File: src/rtl/omsc_pkg.sv
`default_nettype none

package omsc_pkg;

	// ------------------------------------------------------------
	// Register offsets (byte addresses are four times the index)
	// ------------------------------------------------------------
	localparam logic [7:0] IDX_SEL_PRIMARY = 8'h1C;
	localparam logic [7:0] IDX_RSVD_1D = 8'h1D;
	localparam logic [7:0] IDX_SEL_SECONDARY = 8'h1E;
	localparam logic [7:0] IDX_CONTROL = 8'h40;
	localparam logic [7:0] IDX_STATUS = 8'h41;
	localparam logic [7:0] RST_SEL_PRIMARY = 8'h58;
	localparam logic [7:0] RST_RSVD_1D = 8'h00;
	localparam logic [7:0] RST_SEL_SECONDARY = 8'h09;
	localparam logic [7:0] RST_CONTROL = 8'h00;

	// ------------------------------------------------------------
	// Field positions
	// ------------------------------------------------------------
	localparam int SEL_LSB = 5;
	localparam int CLK_CHOICE_BIT = 4;
	localparam int COMBINED_LSB = 2;
	localparam int CTRL_MANUAL_BIT = 0;
	localparam int CTRL_PIN_OVR_BIT = 1;

	// ------------------------------------------------------------
	// Select encodings
	// ------------------------------------------------------------
	localparam logic [2:0] P_MUTE = 3'h0;
	localparam logic [2:0] P_CLK10 = 3'h1;
	localparam logic [2:0] P_RAW = 3'h2;
	localparam logic [2:0] P_RETIMED = 3'h4;
	localparam logic [2:0] S_RAW = 3'h0;
	localparam logic [2:0] S_RETIMED = 3'h1;
	localparam logic [2:0] S_VCO = 3'h2;
	localparam logic [2:0] S_CLKSEL = 3'h5;
	localparam logic [2:0] S_MUTE = 3'h7;
	localparam logic [1:0] C_MUTE = 2'h0;
	localparam logic [1:0] C_CLOCK = 2'h1;
	localparam logic [1:0] C_RETIME = 2'h2;
	localparam logic [1:0] C_RAW = 2'h3;

	typedef enum logic [2:0] {
		OMSC_SRC_MUTE,
		OMSC_SRC_RAW,
		OMSC_SRC_RETIMED,
		OMSC_SRC_CLK10,
		OMSC_SRC_VCO,
		OMSC_SRC_DIV40_CLK
	} omsc_src_t;

	typedef struct packed {
		logic locked;
		logic above_3g;
	} omsc_cdr_t;

	typedef struct packed {
		omsc_src_t primary;
		omsc_src_t secondary;
	} omsc_route_t;

endpackage : omsc_pkg

`default_nettype wire

File: src/rtl/omsc_route.sv
`timescale 1ns/10ps
`default_nettype none

// Pure selection logic from settings and loop state to both output sources.
module omsc_route (
	// Settings
	input wire logic manual,
	input wire logic [2:0] primary_select_field,
	input wire logic [2:0] secondary_select_field,
	input wire logic clock_choice_bit,
	input wire logic [1:0] combined,
	// Loop state
	input wire omsc_pkg::omsc_cdr_t cdr,
	// Result
	output omsc_pkg::omsc_route_t route
);

	always_comb begin
		route.primary = omsc_pkg::OMSC_SRC_MUTE;
		route.secondary = omsc_pkg::OMSC_SRC_MUTE;
		if (manual) begin
			case (primary_select_field)
				omsc_pkg::P_CLK10: route.primary = omsc_pkg::OMSC_SRC_CLK10;
				omsc_pkg::P_RAW: route.primary = omsc_pkg::OMSC_SRC_RAW;
				omsc_pkg::P_RETIMED: route.primary = omsc_pkg::OMSC_SRC_RETIMED;
				default: route.primary = omsc_pkg::OMSC_SRC_MUTE;
			endcase
			case (secondary_select_field)
				omsc_pkg::S_RAW: route.secondary = omsc_pkg::OMSC_SRC_RAW;
				omsc_pkg::S_RETIMED: route.secondary = omsc_pkg::OMSC_SRC_RETIMED;
				omsc_pkg::S_VCO: route.secondary = omsc_pkg::OMSC_SRC_VCO;
				omsc_pkg::S_CLKSEL: route.secondary = clock_choice_bit ? omsc_pkg::OMSC_SRC_DIV40_CLK
					: omsc_pkg::OMSC_SRC_CLK10;
				default: route.secondary = omsc_pkg::OMSC_SRC_MUTE;
			endcase
		end else begin
			case (combined)
				omsc_pkg::C_MUTE: begin
					route.primary = omsc_pkg::OMSC_SRC_MUTE;
					route.secondary = omsc_pkg::OMSC_SRC_MUTE;
				end
				omsc_pkg::C_CLOCK: begin
					if (cdr.locked) begin
						route.primary = omsc_pkg::OMSC_SRC_RETIMED;
						route.secondary = cdr.above_3g ? omsc_pkg::OMSC_SRC_DIV40_CLK : omsc_pkg::OMSC_SRC_VCO;
					end else begin
						route.primary = omsc_pkg::OMSC_SRC_RAW;
						route.secondary = omsc_pkg::OMSC_SRC_MUTE;
					end
				end
				omsc_pkg::C_RETIME: begin
					route.primary = cdr.locked ? omsc_pkg::OMSC_SRC_RETIMED : omsc_pkg::OMSC_SRC_RAW;
					route.secondary = cdr.locked ? omsc_pkg::OMSC_SRC_RETIMED : omsc_pkg::OMSC_SRC_RAW;
				end
				default: begin
					route.primary = omsc_pkg::OMSC_SRC_RAW;
					route.secondary = omsc_pkg::OMSC_SRC_RAW;
				end
			endcase
		end
	end

endmodule : omsc_route
`default_nettype wire

File: src/rtl/omsc_sync.sv
`timescale 1ns/10ps
`default_nettype none

// Three-stage synchroniser; the output changes once stages two and three agree.
module omsc_sync (
	// Clock and reset
	input wire logic clock,
	input wire logic reset_n,
	// Data
	input wire logic d,
	output logic q
);

	logic s1_r;
	logic s2_r;
	logic s3_r;

	always_ff @(posedge clock or negedge reset_n) begin
		if (!reset_n) begin
			s1_r <= 1'b0;
			s2_r <= 1'b0;
			s3_r <= 1'b0;
			q <= 1'b0;
		end else begin
			s1_r <= d;
			s2_r <= s1_r;
			s3_r <= s2_r;
			if (s2_r == s3_r) begin
				q <= s3_r;
			end
		end
	end

endmodule : omsc_sync
`default_nettype wire

File: src/rtl/omsc_top.sv
`timescale 1ns/10ps
`default_nettype none

module omsc_top (
	// Clock and reset
	input wire logic clock,
	input wire logic reset_n,
	// AXI4-Lite write address
	input wire logic [31:0] s_axi_awaddr,
	input wire logic s_axi_awvalid,
	output logic s_axi_awready,
	// AXI4-Lite write data
	input wire logic [31:0] s_axi_wdata,
	input wire logic [3:0] s_axi_wstrb,
	input wire logic s_axi_wvalid,
	output logic s_axi_wready,
	// AXI4-Lite write response
	output logic [1:0] s_axi_bresp,
	output logic s_axi_bvalid,
	input wire logic s_axi_bready,
	// AXI4-Lite read address
	input wire logic [31:0] s_axi_araddr,
	input wire logic s_axi_arvalid,
	output logic s_axi_arready,
	// AXI4-Lite read data
	output logic [31:0] s_axi_rdata,
	output logic [1:0] s_axi_rresp,
	output logic s_axi_rvalid,
	input wire logic s_axi_rready,
	// Recovery loop and pin
	input wire logic cdr_locked,
	input wire logic cdr_above_3g,
	input wire logic [1:0] out_ctrl_pin,
	// Output selection
	output omsc_pkg::omsc_src_t primary_output,
	output omsc_pkg::omsc_src_t secondary_output
);

	// ------------------------------------------------------------
	// Input synchronisers
	// ------------------------------------------------------------
	logic [3:0] pin_raw;
	logic [3:0] pin_sync;
	assign pin_raw = {cdr_locked, cdr_above_3g, out_ctrl_pin};

	genvar gi;
	generate
		for (gi = 0; gi < 4; gi++) begin : g_sync
			omsc_sync u_sync (
				.clock(clock),
				.reset_n(reset_n),
				.d(pin_raw[gi]),
				.q(pin_sync[gi])
			);
		end
	endgenerate

	omsc_pkg::omsc_cdr_t cdr;
	assign cdr.locked = pin_sync[3];
	assign cdr.above_3g = pin_sync[2];

	// ------------------------------------------------------------
	// Register storage
	// ------------------------------------------------------------
	logic [7:0] sel_primary_r;
	logic [7:0] rsvd_1d_r;
	logic [7:0] sel_secondary_r;
	logic [7:0] control_r;
	logic manual;
	logic pin_override;
	logic [1:0] combined;
	omsc_pkg::omsc_route_t route;

	assign manual = control_r[omsc_pkg::CTRL_MANUAL_BIT];
	assign pin_override = control_r[omsc_pkg::CTRL_PIN_OVR_BIT];
	// field replaces pin only under override
	assign combined = pin_override ? sel_primary_r[omsc_pkg::COMBINED_LSB +: 2] : pin_sync[1:0];

	omsc_route u_route (
		.manual(manual),
		.primary_select_field(sel_primary_r[omsc_pkg::SEL_LSB +: 3]),
		.secondary_select_field(sel_secondary_r[omsc_pkg::SEL_LSB +: 3]),
		.clock_choice_bit(sel_primary_r[omsc_pkg::CLK_CHOICE_BIT]),
		.combined(combined),
		.cdr(cdr),
		.route(route)
	);

	// Applied code for read-back, in the manual select encoding.
	function automatic logic [2:0] prim_code(input omsc_pkg::omsc_src_t s);
		case (s)
			omsc_pkg::OMSC_SRC_CLK10: prim_code = omsc_pkg::P_CLK10;
			omsc_pkg::OMSC_SRC_RAW: prim_code = omsc_pkg::P_RAW;
			omsc_pkg::OMSC_SRC_RETIMED: prim_code = omsc_pkg::P_RETIMED;
			default: prim_code = omsc_pkg::P_MUTE;
		endcase
	endfunction : prim_code

	function automatic logic [2:0] sec_code(input omsc_pkg::omsc_src_t s);
		case (s)
			omsc_pkg::OMSC_SRC_RAW: sec_code = omsc_pkg::S_RAW;
			omsc_pkg::OMSC_SRC_RETIMED: sec_code = omsc_pkg::S_RETIMED;
			omsc_pkg::OMSC_SRC_VCO: sec_code = omsc_pkg::S_VCO;
			omsc_pkg::OMSC_SRC_CLK10: sec_code = omsc_pkg::S_CLKSEL;
			omsc_pkg::OMSC_SRC_DIV40_CLK: sec_code = omsc_pkg::S_CLKSEL;
			default: sec_code = omsc_pkg::S_MUTE;
		endcase
	endfunction : sec_code

	// ------------------------------------------------------------
	// Output registers
	// ------------------------------------------------------------
	always_ff @(posedge clock or negedge reset_n) begin
		if (!reset_n) begin
			primary_output <= omsc_pkg::OMSC_SRC_RAW;
			secondary_output <= omsc_pkg::OMSC_SRC_RAW;
		end else begin
			primary_output <= route.primary;
			secondary_output <= route.secondary;
		end
	end

	// ------------------------------------------------------------
	// AXI4-Lite write path
	// ------------------------------------------------------------
	logic aw_held_r;
	logic w_held_r;
	logic [7:0] aw_idx_r;
	logic [7:0] w_data_r;
	logic w_lane_r;
	logic do_write;
	logic [7:0] wr_idx;

	assign do_write = aw_held_r && w_held_r && !s_axi_bvalid;
	assign wr_idx = aw_idx_r;

	always_ff @(posedge clock or negedge reset_n) begin
		if (!reset_n) begin
			aw_held_r <= 1'b0;
			aw_idx_r <= 8'h00;
			s_axi_awready <= 1'b0;
		end else begin
			s_axi_awready <= !aw_held_r && !s_axi_awready && s_axi_awvalid;
			if (s_axi_awvalid && s_axi_awready) begin
				aw_held_r <= 1'b1;
				aw_idx_r <= s_axi_awaddr[9:2];
			end else if (do_write) begin
				aw_held_r <= 1'b0;
			end
		end
	end

	always_ff @(posedge clock or negedge reset_n) begin
		if (!reset_n) begin
			w_held_r <= 1'b0;
			w_data_r <= 8'h00;
			w_lane_r <= 1'b0;
			s_axi_wready <= 1'b0;
		end else begin
			s_axi_wready <= !w_held_r && !s_axi_wready && s_axi_wvalid;
			if (s_axi_wvalid && s_axi_wready) begin
				w_held_r <= 1'b1;
				w_data_r <= s_axi_wdata[7:0];
				w_lane_r <= s_axi_wstrb[0];
			end else if (do_write) begin
				w_held_r <= 1'b0;
			end
		end
	end

	logic wr_hit;
	assign wr_hit = (wr_idx == omsc_pkg::IDX_SEL_PRIMARY) || (wr_idx == omsc_pkg::IDX_RSVD_1D)
		|| (wr_idx == omsc_pkg::IDX_SEL_SECONDARY) || (wr_idx == omsc_pkg::IDX_CONTROL)
		|| (wr_idx == omsc_pkg::IDX_STATUS);

	always_ff @(posedge clock or negedge reset_n) begin
		if (!reset_n) begin
			s_axi_bvalid <= 1'b0;
			s_axi_bresp <= 2'h0;
		end else if (do_write) begin
			s_axi_bvalid <= 1'b1;
			s_axi_bresp <= wr_hit ? 2'h0 : 2'h2;
		end else if (s_axi_bready) begin
			s_axi_bvalid <= 1'b0;
		end
	end

	// ------------------------------------------------------------
	// Register writes
	// ------------------------------------------------------------
	always_ff @(posedge clock or negedge reset_n) begin
		if (!reset_n) begin
			sel_primary_r <= omsc_pkg::RST_SEL_PRIMARY;
			rsvd_1d_r <= omsc_pkg::RST_RSVD_1D;
			sel_secondary_r <= omsc_pkg::RST_SEL_SECONDARY;
			control_r <= omsc_pkg::RST_CONTROL;
		end else if (do_write && w_lane_r) begin
			case (wr_idx)
				omsc_pkg::IDX_SEL_PRIMARY: sel_primary_r <= w_data_r;
				omsc_pkg::IDX_RSVD_1D: rsvd_1d_r <= w_data_r;
				omsc_pkg::IDX_SEL_SECONDARY: sel_secondary_r <= w_data_r;
				omsc_pkg::IDX_CONTROL: control_r <= {6'h00, w_data_r[1:0]};
				default: ;
			endcase
		end
	end

	// ------------------------------------------------------------
	// AXI4-Lite read path
	// ------------------------------------------------------------
	logic [7:0] rd_idx;
	logic [7:0] rd_val;
	logic rd_hit;
	assign rd_idx = s_axi_araddr[9:2];

	always_comb begin
		rd_val = 8'h00;
		rd_hit = 1'b1;
		case (rd_idx)
			omsc_pkg::IDX_SEL_PRIMARY: rd_val = manual ? sel_primary_r
				: {prim_code(primary_output), sel_primary_r[4:0]};
			omsc_pkg::IDX_RSVD_1D: rd_val = rsvd_1d_r;
			omsc_pkg::IDX_SEL_SECONDARY: rd_val = manual ? sel_secondary_r
				: {sec_code(secondary_output), sel_secondary_r[4:0]};
			omsc_pkg::IDX_CONTROL: rd_val = control_r;
			omsc_pkg::IDX_STATUS: rd_val = {4'h0, cdr.locked, cdr.above_3g, combined};
			default: rd_hit = 1'b0;
		endcase
	end

	always_ff @(posedge clock or negedge reset_n) begin
		if (!reset_n) begin
			s_axi_arready <= 1'b0;
			s_axi_rvalid <= 1'b0;
			s_axi_rdata <= 32'h0000_0000;
			s_axi_rresp <= 2'h0;
		end else begin
			s_axi_arready <= !s_axi_rvalid && !s_axi_arready && s_axi_arvalid;
			if (s_axi_arvalid && s_axi_arready) begin
				s_axi_rvalid <= 1'b1;
				s_axi_rdata <= {24'h00_0000, rd_val};
				s_axi_rresp <= rd_hit ? 2'h0 : 2'h2;
			end else if (s_axi_rready) begin
				s_axi_rvalid <= 1'b0;
			end
		end
	end

	// ------------------------------------------------------------
	// Assertions
	// ------------------------------------------------------------
	AST_COMB_RAW: assert property (@(posedge clock) disable iff (!reset_n)
		(!manual && combined == omsc_pkg::C_RAW) |=> primary_output == omsc_pkg::OMSC_SRC_RAW
		&& secondary_output == omsc_pkg::OMSC_SRC_RAW)
		else $error("combined 11 must give raw on both");
	AST_COMB_MUTE: assert property (@(posedge clock) disable iff (!reset_n)
		(!manual && combined == omsc_pkg::C_MUTE) |=> primary_output == omsc_pkg::OMSC_SRC_MUTE
		&& secondary_output == omsc_pkg::OMSC_SRC_MUTE)
		else $error("combined 00 must mute both");
	AST_PIN_USED: assert property (@(posedge clock) disable iff (!reset_n)
		(!manual && !pin_override && pin_sync[1:0] == omsc_pkg::C_RAW)
		|=> primary_output == omsc_pkg::OMSC_SRC_RAW && secondary_output == omsc_pkg::OMSC_SRC_RAW)
		else $error("pin must drive the selection without override");
	AST_CLK_LOCKED: assert property (@(posedge clock) disable iff (!reset_n)
		(!manual && combined == omsc_pkg::C_CLOCK && cdr.locked && cdr.above_3g)
		|=> secondary_output == omsc_pkg::OMSC_SRC_DIV40_CLK && primary_output == omsc_pkg::OMSC_SRC_RETIMED)
		else $error("combined 01 above 3G must give div40");
	AST_CLK_UNLOCKED: assert property (@(posedge clock) disable iff (!reset_n)
		(!manual && combined == omsc_pkg::C_CLOCK && !cdr.locked)
		|=> secondary_output == omsc_pkg::OMSC_SRC_MUTE && primary_output == omsc_pkg::OMSC_SRC_RAW)
		else $error("combined 01 unlocked wrong");
	AST_RETIME: assert property (@(posedge clock) disable iff (!reset_n)
		(!manual && combined == omsc_pkg::C_RETIME && cdr.locked) |=> secondary_output == omsc_pkg::OMSC_SRC_RETIMED)
		else $error("combined 10 locked must retime");
	AST_MAN_PRIM: assert property (@(posedge clock) disable iff (!reset_n)
		(manual && sel_primary_r[7:5] == omsc_pkg::P_CLK10) |=> primary_output == omsc_pkg::OMSC_SRC_CLK10)
		else $error("manual primary 001 must be 10MHz");
	AST_MAN_CHOICE: assert property (@(posedge clock) disable iff (!reset_n)
		(manual && sel_secondary_r[7:5] == omsc_pkg::S_CLKSEL && sel_primary_r[4])
		|=> secondary_output == omsc_pkg::OMSC_SRC_DIV40_CLK)
		else $error("clock choice 1 must give div40");
	AST_MAN_SEC_MUTE: assert property (@(posedge clock) disable iff (!reset_n)
		(manual && sel_secondary_r[7:5] == omsc_pkg::S_MUTE) |=> secondary_output == omsc_pkg::OMSC_SRC_MUTE)
		else $error("manual secondary 111 must mute");
	AST_READBACK: assert property (@(posedge clock) disable iff (!reset_n)
		(s_axi_arvalid && s_axi_arready && !manual && rd_idx == omsc_pkg::IDX_SEL_PRIMARY)
		|=> s_axi_rdata[7:5] == prim_code($past(primary_output)))
		else $error("primary read-back must show applied selection");
	AST_READBACK2: assert property (@(posedge clock) disable iff (!reset_n)
		(s_axi_arvalid && s_axi_arready && !manual && rd_idx == omsc_pkg::IDX_SEL_SECONDARY)
		|=> s_axi_rdata[7:5] == sec_code($past(secondary_output)))
		else $error("secondary read-back must show applied selection");
	AST_RESET_COMB: assert property (@(posedge clock) disable iff (!reset_n)
		$rose(reset_n) |-> sel_primary_r[3:2] == omsc_pkg::C_RETIME)
		else $error("combined field must reset to 10");
	COV_MANUAL: cover property (@(posedge clock) disable iff (!reset_n) manual && sel_primary_r[7:5] == omsc_pkg::P_RETIMED);
	COV_CLOCK_MODE: cover property (@(posedge clock) disable iff (!reset_n) !manual && combined == omsc_pkg::C_CLOCK);
	COV_WRITE: cover property (@(posedge clock) disable iff (!reset_n) s_axi_bvalid && s_axi_bready);

endmodule : omsc_top
`default_nettype wire

File: config.mk
export PLATFORM = sky130hd
export DESIGN_NAME = omsc_top
export DESIGN_NICKNAME = d
export VERILOG_FILES = /design/src/rtl/omsc_pkg.sv /design/src/rtl/omsc_route.sv /design/src/rtl/omsc_sync.sv /design/src/rtl/omsc_top.sv
export SDC_FILE = /design/constraint.sdc
export NUM_CORES = 1
export LEC_CHECK = 0
export BUFFER_PORTS_ARGS = -buffer_cell sky130_fd_sc_hd__buf_2
export CAP_MARGIN = 10
export CELL_PAD_IN_SITES_DETAIL_PLACEMENT = 1
export CELL_PAD_IN_SITES_GLOBAL_PLACEMENT = 1
export CORE_MARGIN = 4
export CORE_UTILIZATION = 36
export DETAILED_ROUTE_END_ITERATION = 6
export PLACE_DENSITY_LB_ADDON = 0.1
export SLEW_MARGIN = 20
export SYNTH_ARGS = -nofsm -noshare
export SYNTH_HDL_FRONTEND = slang
export SYNTH_SLANG_ARGS = --single-unit
File: constraint.sdc
create_clock -name clock -period 2.2 [get_ports clock]
set_clock_uncertainty 0.05 [all_clocks]
set_input_delay 0 -clock clock [delete_from_list [all_inputs] [get_ports clock]]
set_output_delay 0 -clock clock [all_outputs]
set_load 0.01 [all_outputs]
==> summary.md <==
| Metric | Value |
|---|---|
| Status | `finished clean` |
| Post-Layout Inst Area | `4500 sq um` |
| Avg WL per Cell | `15.3 microns` |
| # diodes | `0` |
| GRT overflow | `0` |
| Pwr/cell area | `870 nW/um^2` |
| Clk sinks | `81` |
| Ys flop type | `dfrtp_1` |
| Largest net degree at the start of global routing | `47` |
| CTS tree | `done` |
| R2R setup slack | `340 ps` |
| DRC | `0` |
| Setup TNS | `0 ps` |
| Largest cells by area after synthesis | `dfrtp_1 51%, mux2_2 13%, buf_4 5.6%, dfstp_2 5.1%, mux2i_1 2.2%` |
| Reg2reg end | `rsvd_1d_r[1]$_DFFE_PN0P_` |
| Total Nets Final | `496` |
| Hold Path Stages | `2` |
| Hpwl dp | `5640 microns` |
| Io pins | `158` |
| Routed Antenna Nets | `0` |
| TritonCTS Buffers | `9` |
| Setup violations, final | `0` |
| CP cell instances | `nand3b_4, nor3b_2, and3_1, mux2_2` |
| Critical-path top delay cell | `and3_1` |
| Min-Delay Endpoint | `s_axi_rdata[7]$_DFFE_PN0P_` |
| CTS-repair resized insts | `0` |
| Post-Syn Instances | `297` |
| Die H | `109 microns` |
| Post-placement cell area | `3980 sq um` |
| Worst hold start | `s_axi_araddr[2]` |
| Clock Pin Slew Worst Setup and Hold Paths | `80 ps` |
| Initial DRT Pass Iterations | `4` |
| Sequential fraction of the synthesis area | `0.559` |
| CP Class | `flop to flop` |
| Distinct cell type count after synthesis | `47` |
| Ys async rst share | `1.00` |
| EDFF count, synth | `0` |
| Root buf cell | `clkbuf_8` |
| Final Max Slew Viols | `0` |
| Std-Cell Core Area | `9820 sq um` |
| Max FO, Critical Path | `8` |
| Ratio of final minimum period to clock period | `0.843` |
| Final hold vios | `0` |
| Die ar. | `11800 sq um` |
| Post-synth top area share | `0.509` |
| Initial antenna violation count | `0` |
| CP peak stage delay | `470 ps` |
| Tightest Hold Check Type | `input pin to flop` |
| Pleak | `2.11 nW` |
| Arrival @ worst endpoint | `2040 ps` |
| Worst R2R Start | `s_axi_bvalid$_DFFE_PN0P_` |
| GR peak layer | `met2` |
| Cell row count | `36` |
| GR Util met3 | `0.0304` |
| GRT Overall Usage | `0.149` |
| Ys Warns | `0` |
| Chip width | `109 microns` |
| Area leader, netlist | `dfrtp_1` |
| Vias per cell | `4.76` |
| Detailed Route WL | `8000 microns` |
| Slew HR | `0.568` |
| Layout cell share with drive strength beyond 1 | `0.328` |
| Peak Freq | `0.539 GHz` |
| # port buffers | `55` |
| Met1 Track Usage GR | `0.207` |
| H-tree level count | `3` |
| Iter 0 DRT Violations | `55` |
| GPL Wtd Cong | `0.727` |
| Startpoint class of the critical path | `flop` |
| Number of synthesized register bits | `81` |
| Slew @ Worst Pin | `647 ps` |
| Crit end category | `flop` |
| Setup bufs post-CTS | `0` |
| Average size of a mapped cell | `12.3 sq um` |
| Critical path required time | `2380 ps` |
| Vias | `2491` |
| Starting Density | `0.371` |
| Worst skew pair latency | `350 ps` |
| Minimum clock period | `1860 ps` |
| Worst IR drop on VDD | `443 uV` |
| Reg2reg path depth | `4` |
| # fillers | `1090` |
| Global-route wire length before repair | `13400 microns` |
| Grt met2 use | `0.227` |
| Number of global-route vias before repair | `2542` |
| Clock buffer depth | `2` |
| Area Growth Syn to Fin | `23.6%` |
| Max Cap Violations | `0` |
| Mapped cell area | `3640 sq um` |
| Unrepaired setup endpoints after global routing | `no` |
-- where the power goes --
part | internal (W) | switching, W | total (W)
clock | 0.000674 | 0.000561 | 0.00124
sequential | 0.00176 | 0.000270 | 0.00203
combinational | 0.000360 | 0.000289 | 0.000649
total | 0.00279 | 0.00112 | 0.00391
-- metal layers --
| metal | vias up | share of wire | wire length, microns |
|---|---|---|---|
| met5 | - | 0 | 0 |
| met3 | 9 | 0.048 | 386 |
| met2 | 68 | 0.47 | 3730 |
| li1 | 1183 | - | - |
| met4 | 0 | 0.016 | 127 |
| met1 | 1231 | 0.47 | 3760 |
-- what timing repair did --
| action | 4_1_cts | 5_1_grt |
|---|---|---|
| hold endpoints to repair | 107 | 0 |
| hold buffers | 29 | 0 |
| endpoints found under the setup margin | 0 | 0 |
-- cells in the final DEF (no fill, tap or decap), types with 5 or more instances in the layout --
cell / count
a21oi_1: 13
buf_2: 54
clkbuf_8: 10
conb_1: 27
dfrtp_1: 74
dfstp_2: 7
dlygate4sd3_1: 29
inv_1: 5
mux2_2: 42
mux2i_1: 8
nand2_1: 17
nor2_1: 15
o21ai_0: 15
-- worst max-delay path, delay by kind of cell (launching register included) --
family | cells | cell delay, ps
AND/OR/NAND/NOR | 3 | 890
flip-flops | 1 | 410
multiplexers | 1 | 380
-- layout make-up --
cell class	count	area, sq um	share of cell area
clock buffers	10	138	0.0306
flip-flops and latches	81	2040	0.452
well taps	133	166	0.0370
inverters	5	18.8	0.00417
clock inverters	6	90.1	0.0200
repair buffers	88	611	0.136
multi-input cells	200	1440	0.320
-- sequential cells by signal, summed over array words and instances, names as in the netlist --
| signal | cells |
|---|---|
| aw_held_r | 1 |
| w_lane_r | 1 |
| g_sync.u_sync.q | 4 |
| aw_idx_r | 8 |
| rsvd_1d_r | 8 |
| s_axi_rresp | 1 |
| s_axi_bvalid | 1 |
| w_data_r | 8 |
| s_axi_awready | 1 |
| primary_output | 2 |
| secondary_output | 3 |
| w_held_r | 1 |
| s_axi_rvalid | 1 |
| control_r | 2 |
| sel_secondary_r | 8 |
| s_axi_arready | 1 |
| s_axi_rdata | 8 |
| g_sync.u_sync.s2_r | 4 |
| s_axi_wready | 1 |
| g_sync.u_sync.s1_r | 4 |
| g_sync.u_sync.s3_r | 4 |
| sel_primary_r | 8 |
| s_axi_bresp | 1 |
-- Yosys cell counts, drive strengths merged, types with 2 or more instances --
| master | n |
|---|---|
| dfrtp | 74 |
| mux2 | 44 |
| buf | 29 |
| nand2 | 17 |
| nor2 | 15 |
| o21ai | 15 |
| a21oi | 13 |
| clkbuf | 8 |
| mux2i | 8 |
| dfstp | 7 |
| inv | 5 |
| nor3b | 5 |
| a22oi | 4 |
| maj3 | 4 |
| nand4b | 4 |
| nor4 | 4 |
| nand2b | 3 |
| o31ai | 3 |
| xnor2 | 3 |
| xor2 | 3 |
| a211oi | 2 |
| a22o | 2 |
| a31oi | 2 |
| nand3b | 2 |
| nor2b | 2 |
| nor3 | 2 |
| o2bb2ai | 2 |
-- kinds of logic after synthesis --
| logic type | after synthesis | share of synthesized area |
|---|---|---|
| multiplexers | 52 | 0.158 |
| adder cells (fa/ha/maj) | 4 | 0.0110 |
| AND/OR/NAND/NOR | 62 | 0.0993 |
| AO/OA/AOI/OAI | 49 | 0.0852 |
| buffers and inverters | 42 | 0.0718 |
| XOR/XNOR | 6 | 0.0144 |
| flip-flops | 81 | 0.559 |
| other | 1 | 0.00103 |
-- through the flow --
step	total power, W	setup WS [ps]	util	hold slack [ps]	std cells
after floorplan	0.00244	532	-	-346	323
final	0.00391	344	0.458	66.7	523
after CTS	0.00398	314	0.458	62.4	523
after detailed placement	0.00269	337	0.406	-49.7	478
after global routing	0.00418	197	0.458	88.0	523
after global placement	0.00265	337	0.406	-56.9	478
-- worst max-delay path by stage --
stage | depth (start not counted) | endpoint | startpoint
5_1_grt | 4 | sel_primary_r[5]$_DFFE_PN0P_ | aw_idx_r[6]$_DFFE_PN0P_
4_1_cts | 4 | rsvd_1d_r[7]$_DFFE_PN0P_ | s_axi_bvalid$_DFFE_PN0P_
3_5_place_dp | 4 | sel_primary_r[2]$_DFFE_PN0P_ | aw_idx_r[6]$_DFFE_PN0P_
2_1_floorplan | 4 | control_r[0]$_DFFE_PN0P_ | s_axi_bvalid$_DFFE_PN0P_
6_report | 4 | rsvd_1d_r[1]$_DFFE_PN0P_ | s_axi_bvalid$_DFFE_PN0P_
3_3_place_gp | 4 | sel_primary_r[7]$_DFFE_PN0P_ | aw_idx_r[6]$_DFFE_PN0P_
No activity file was read; power rests on OpenSTA's default activity.
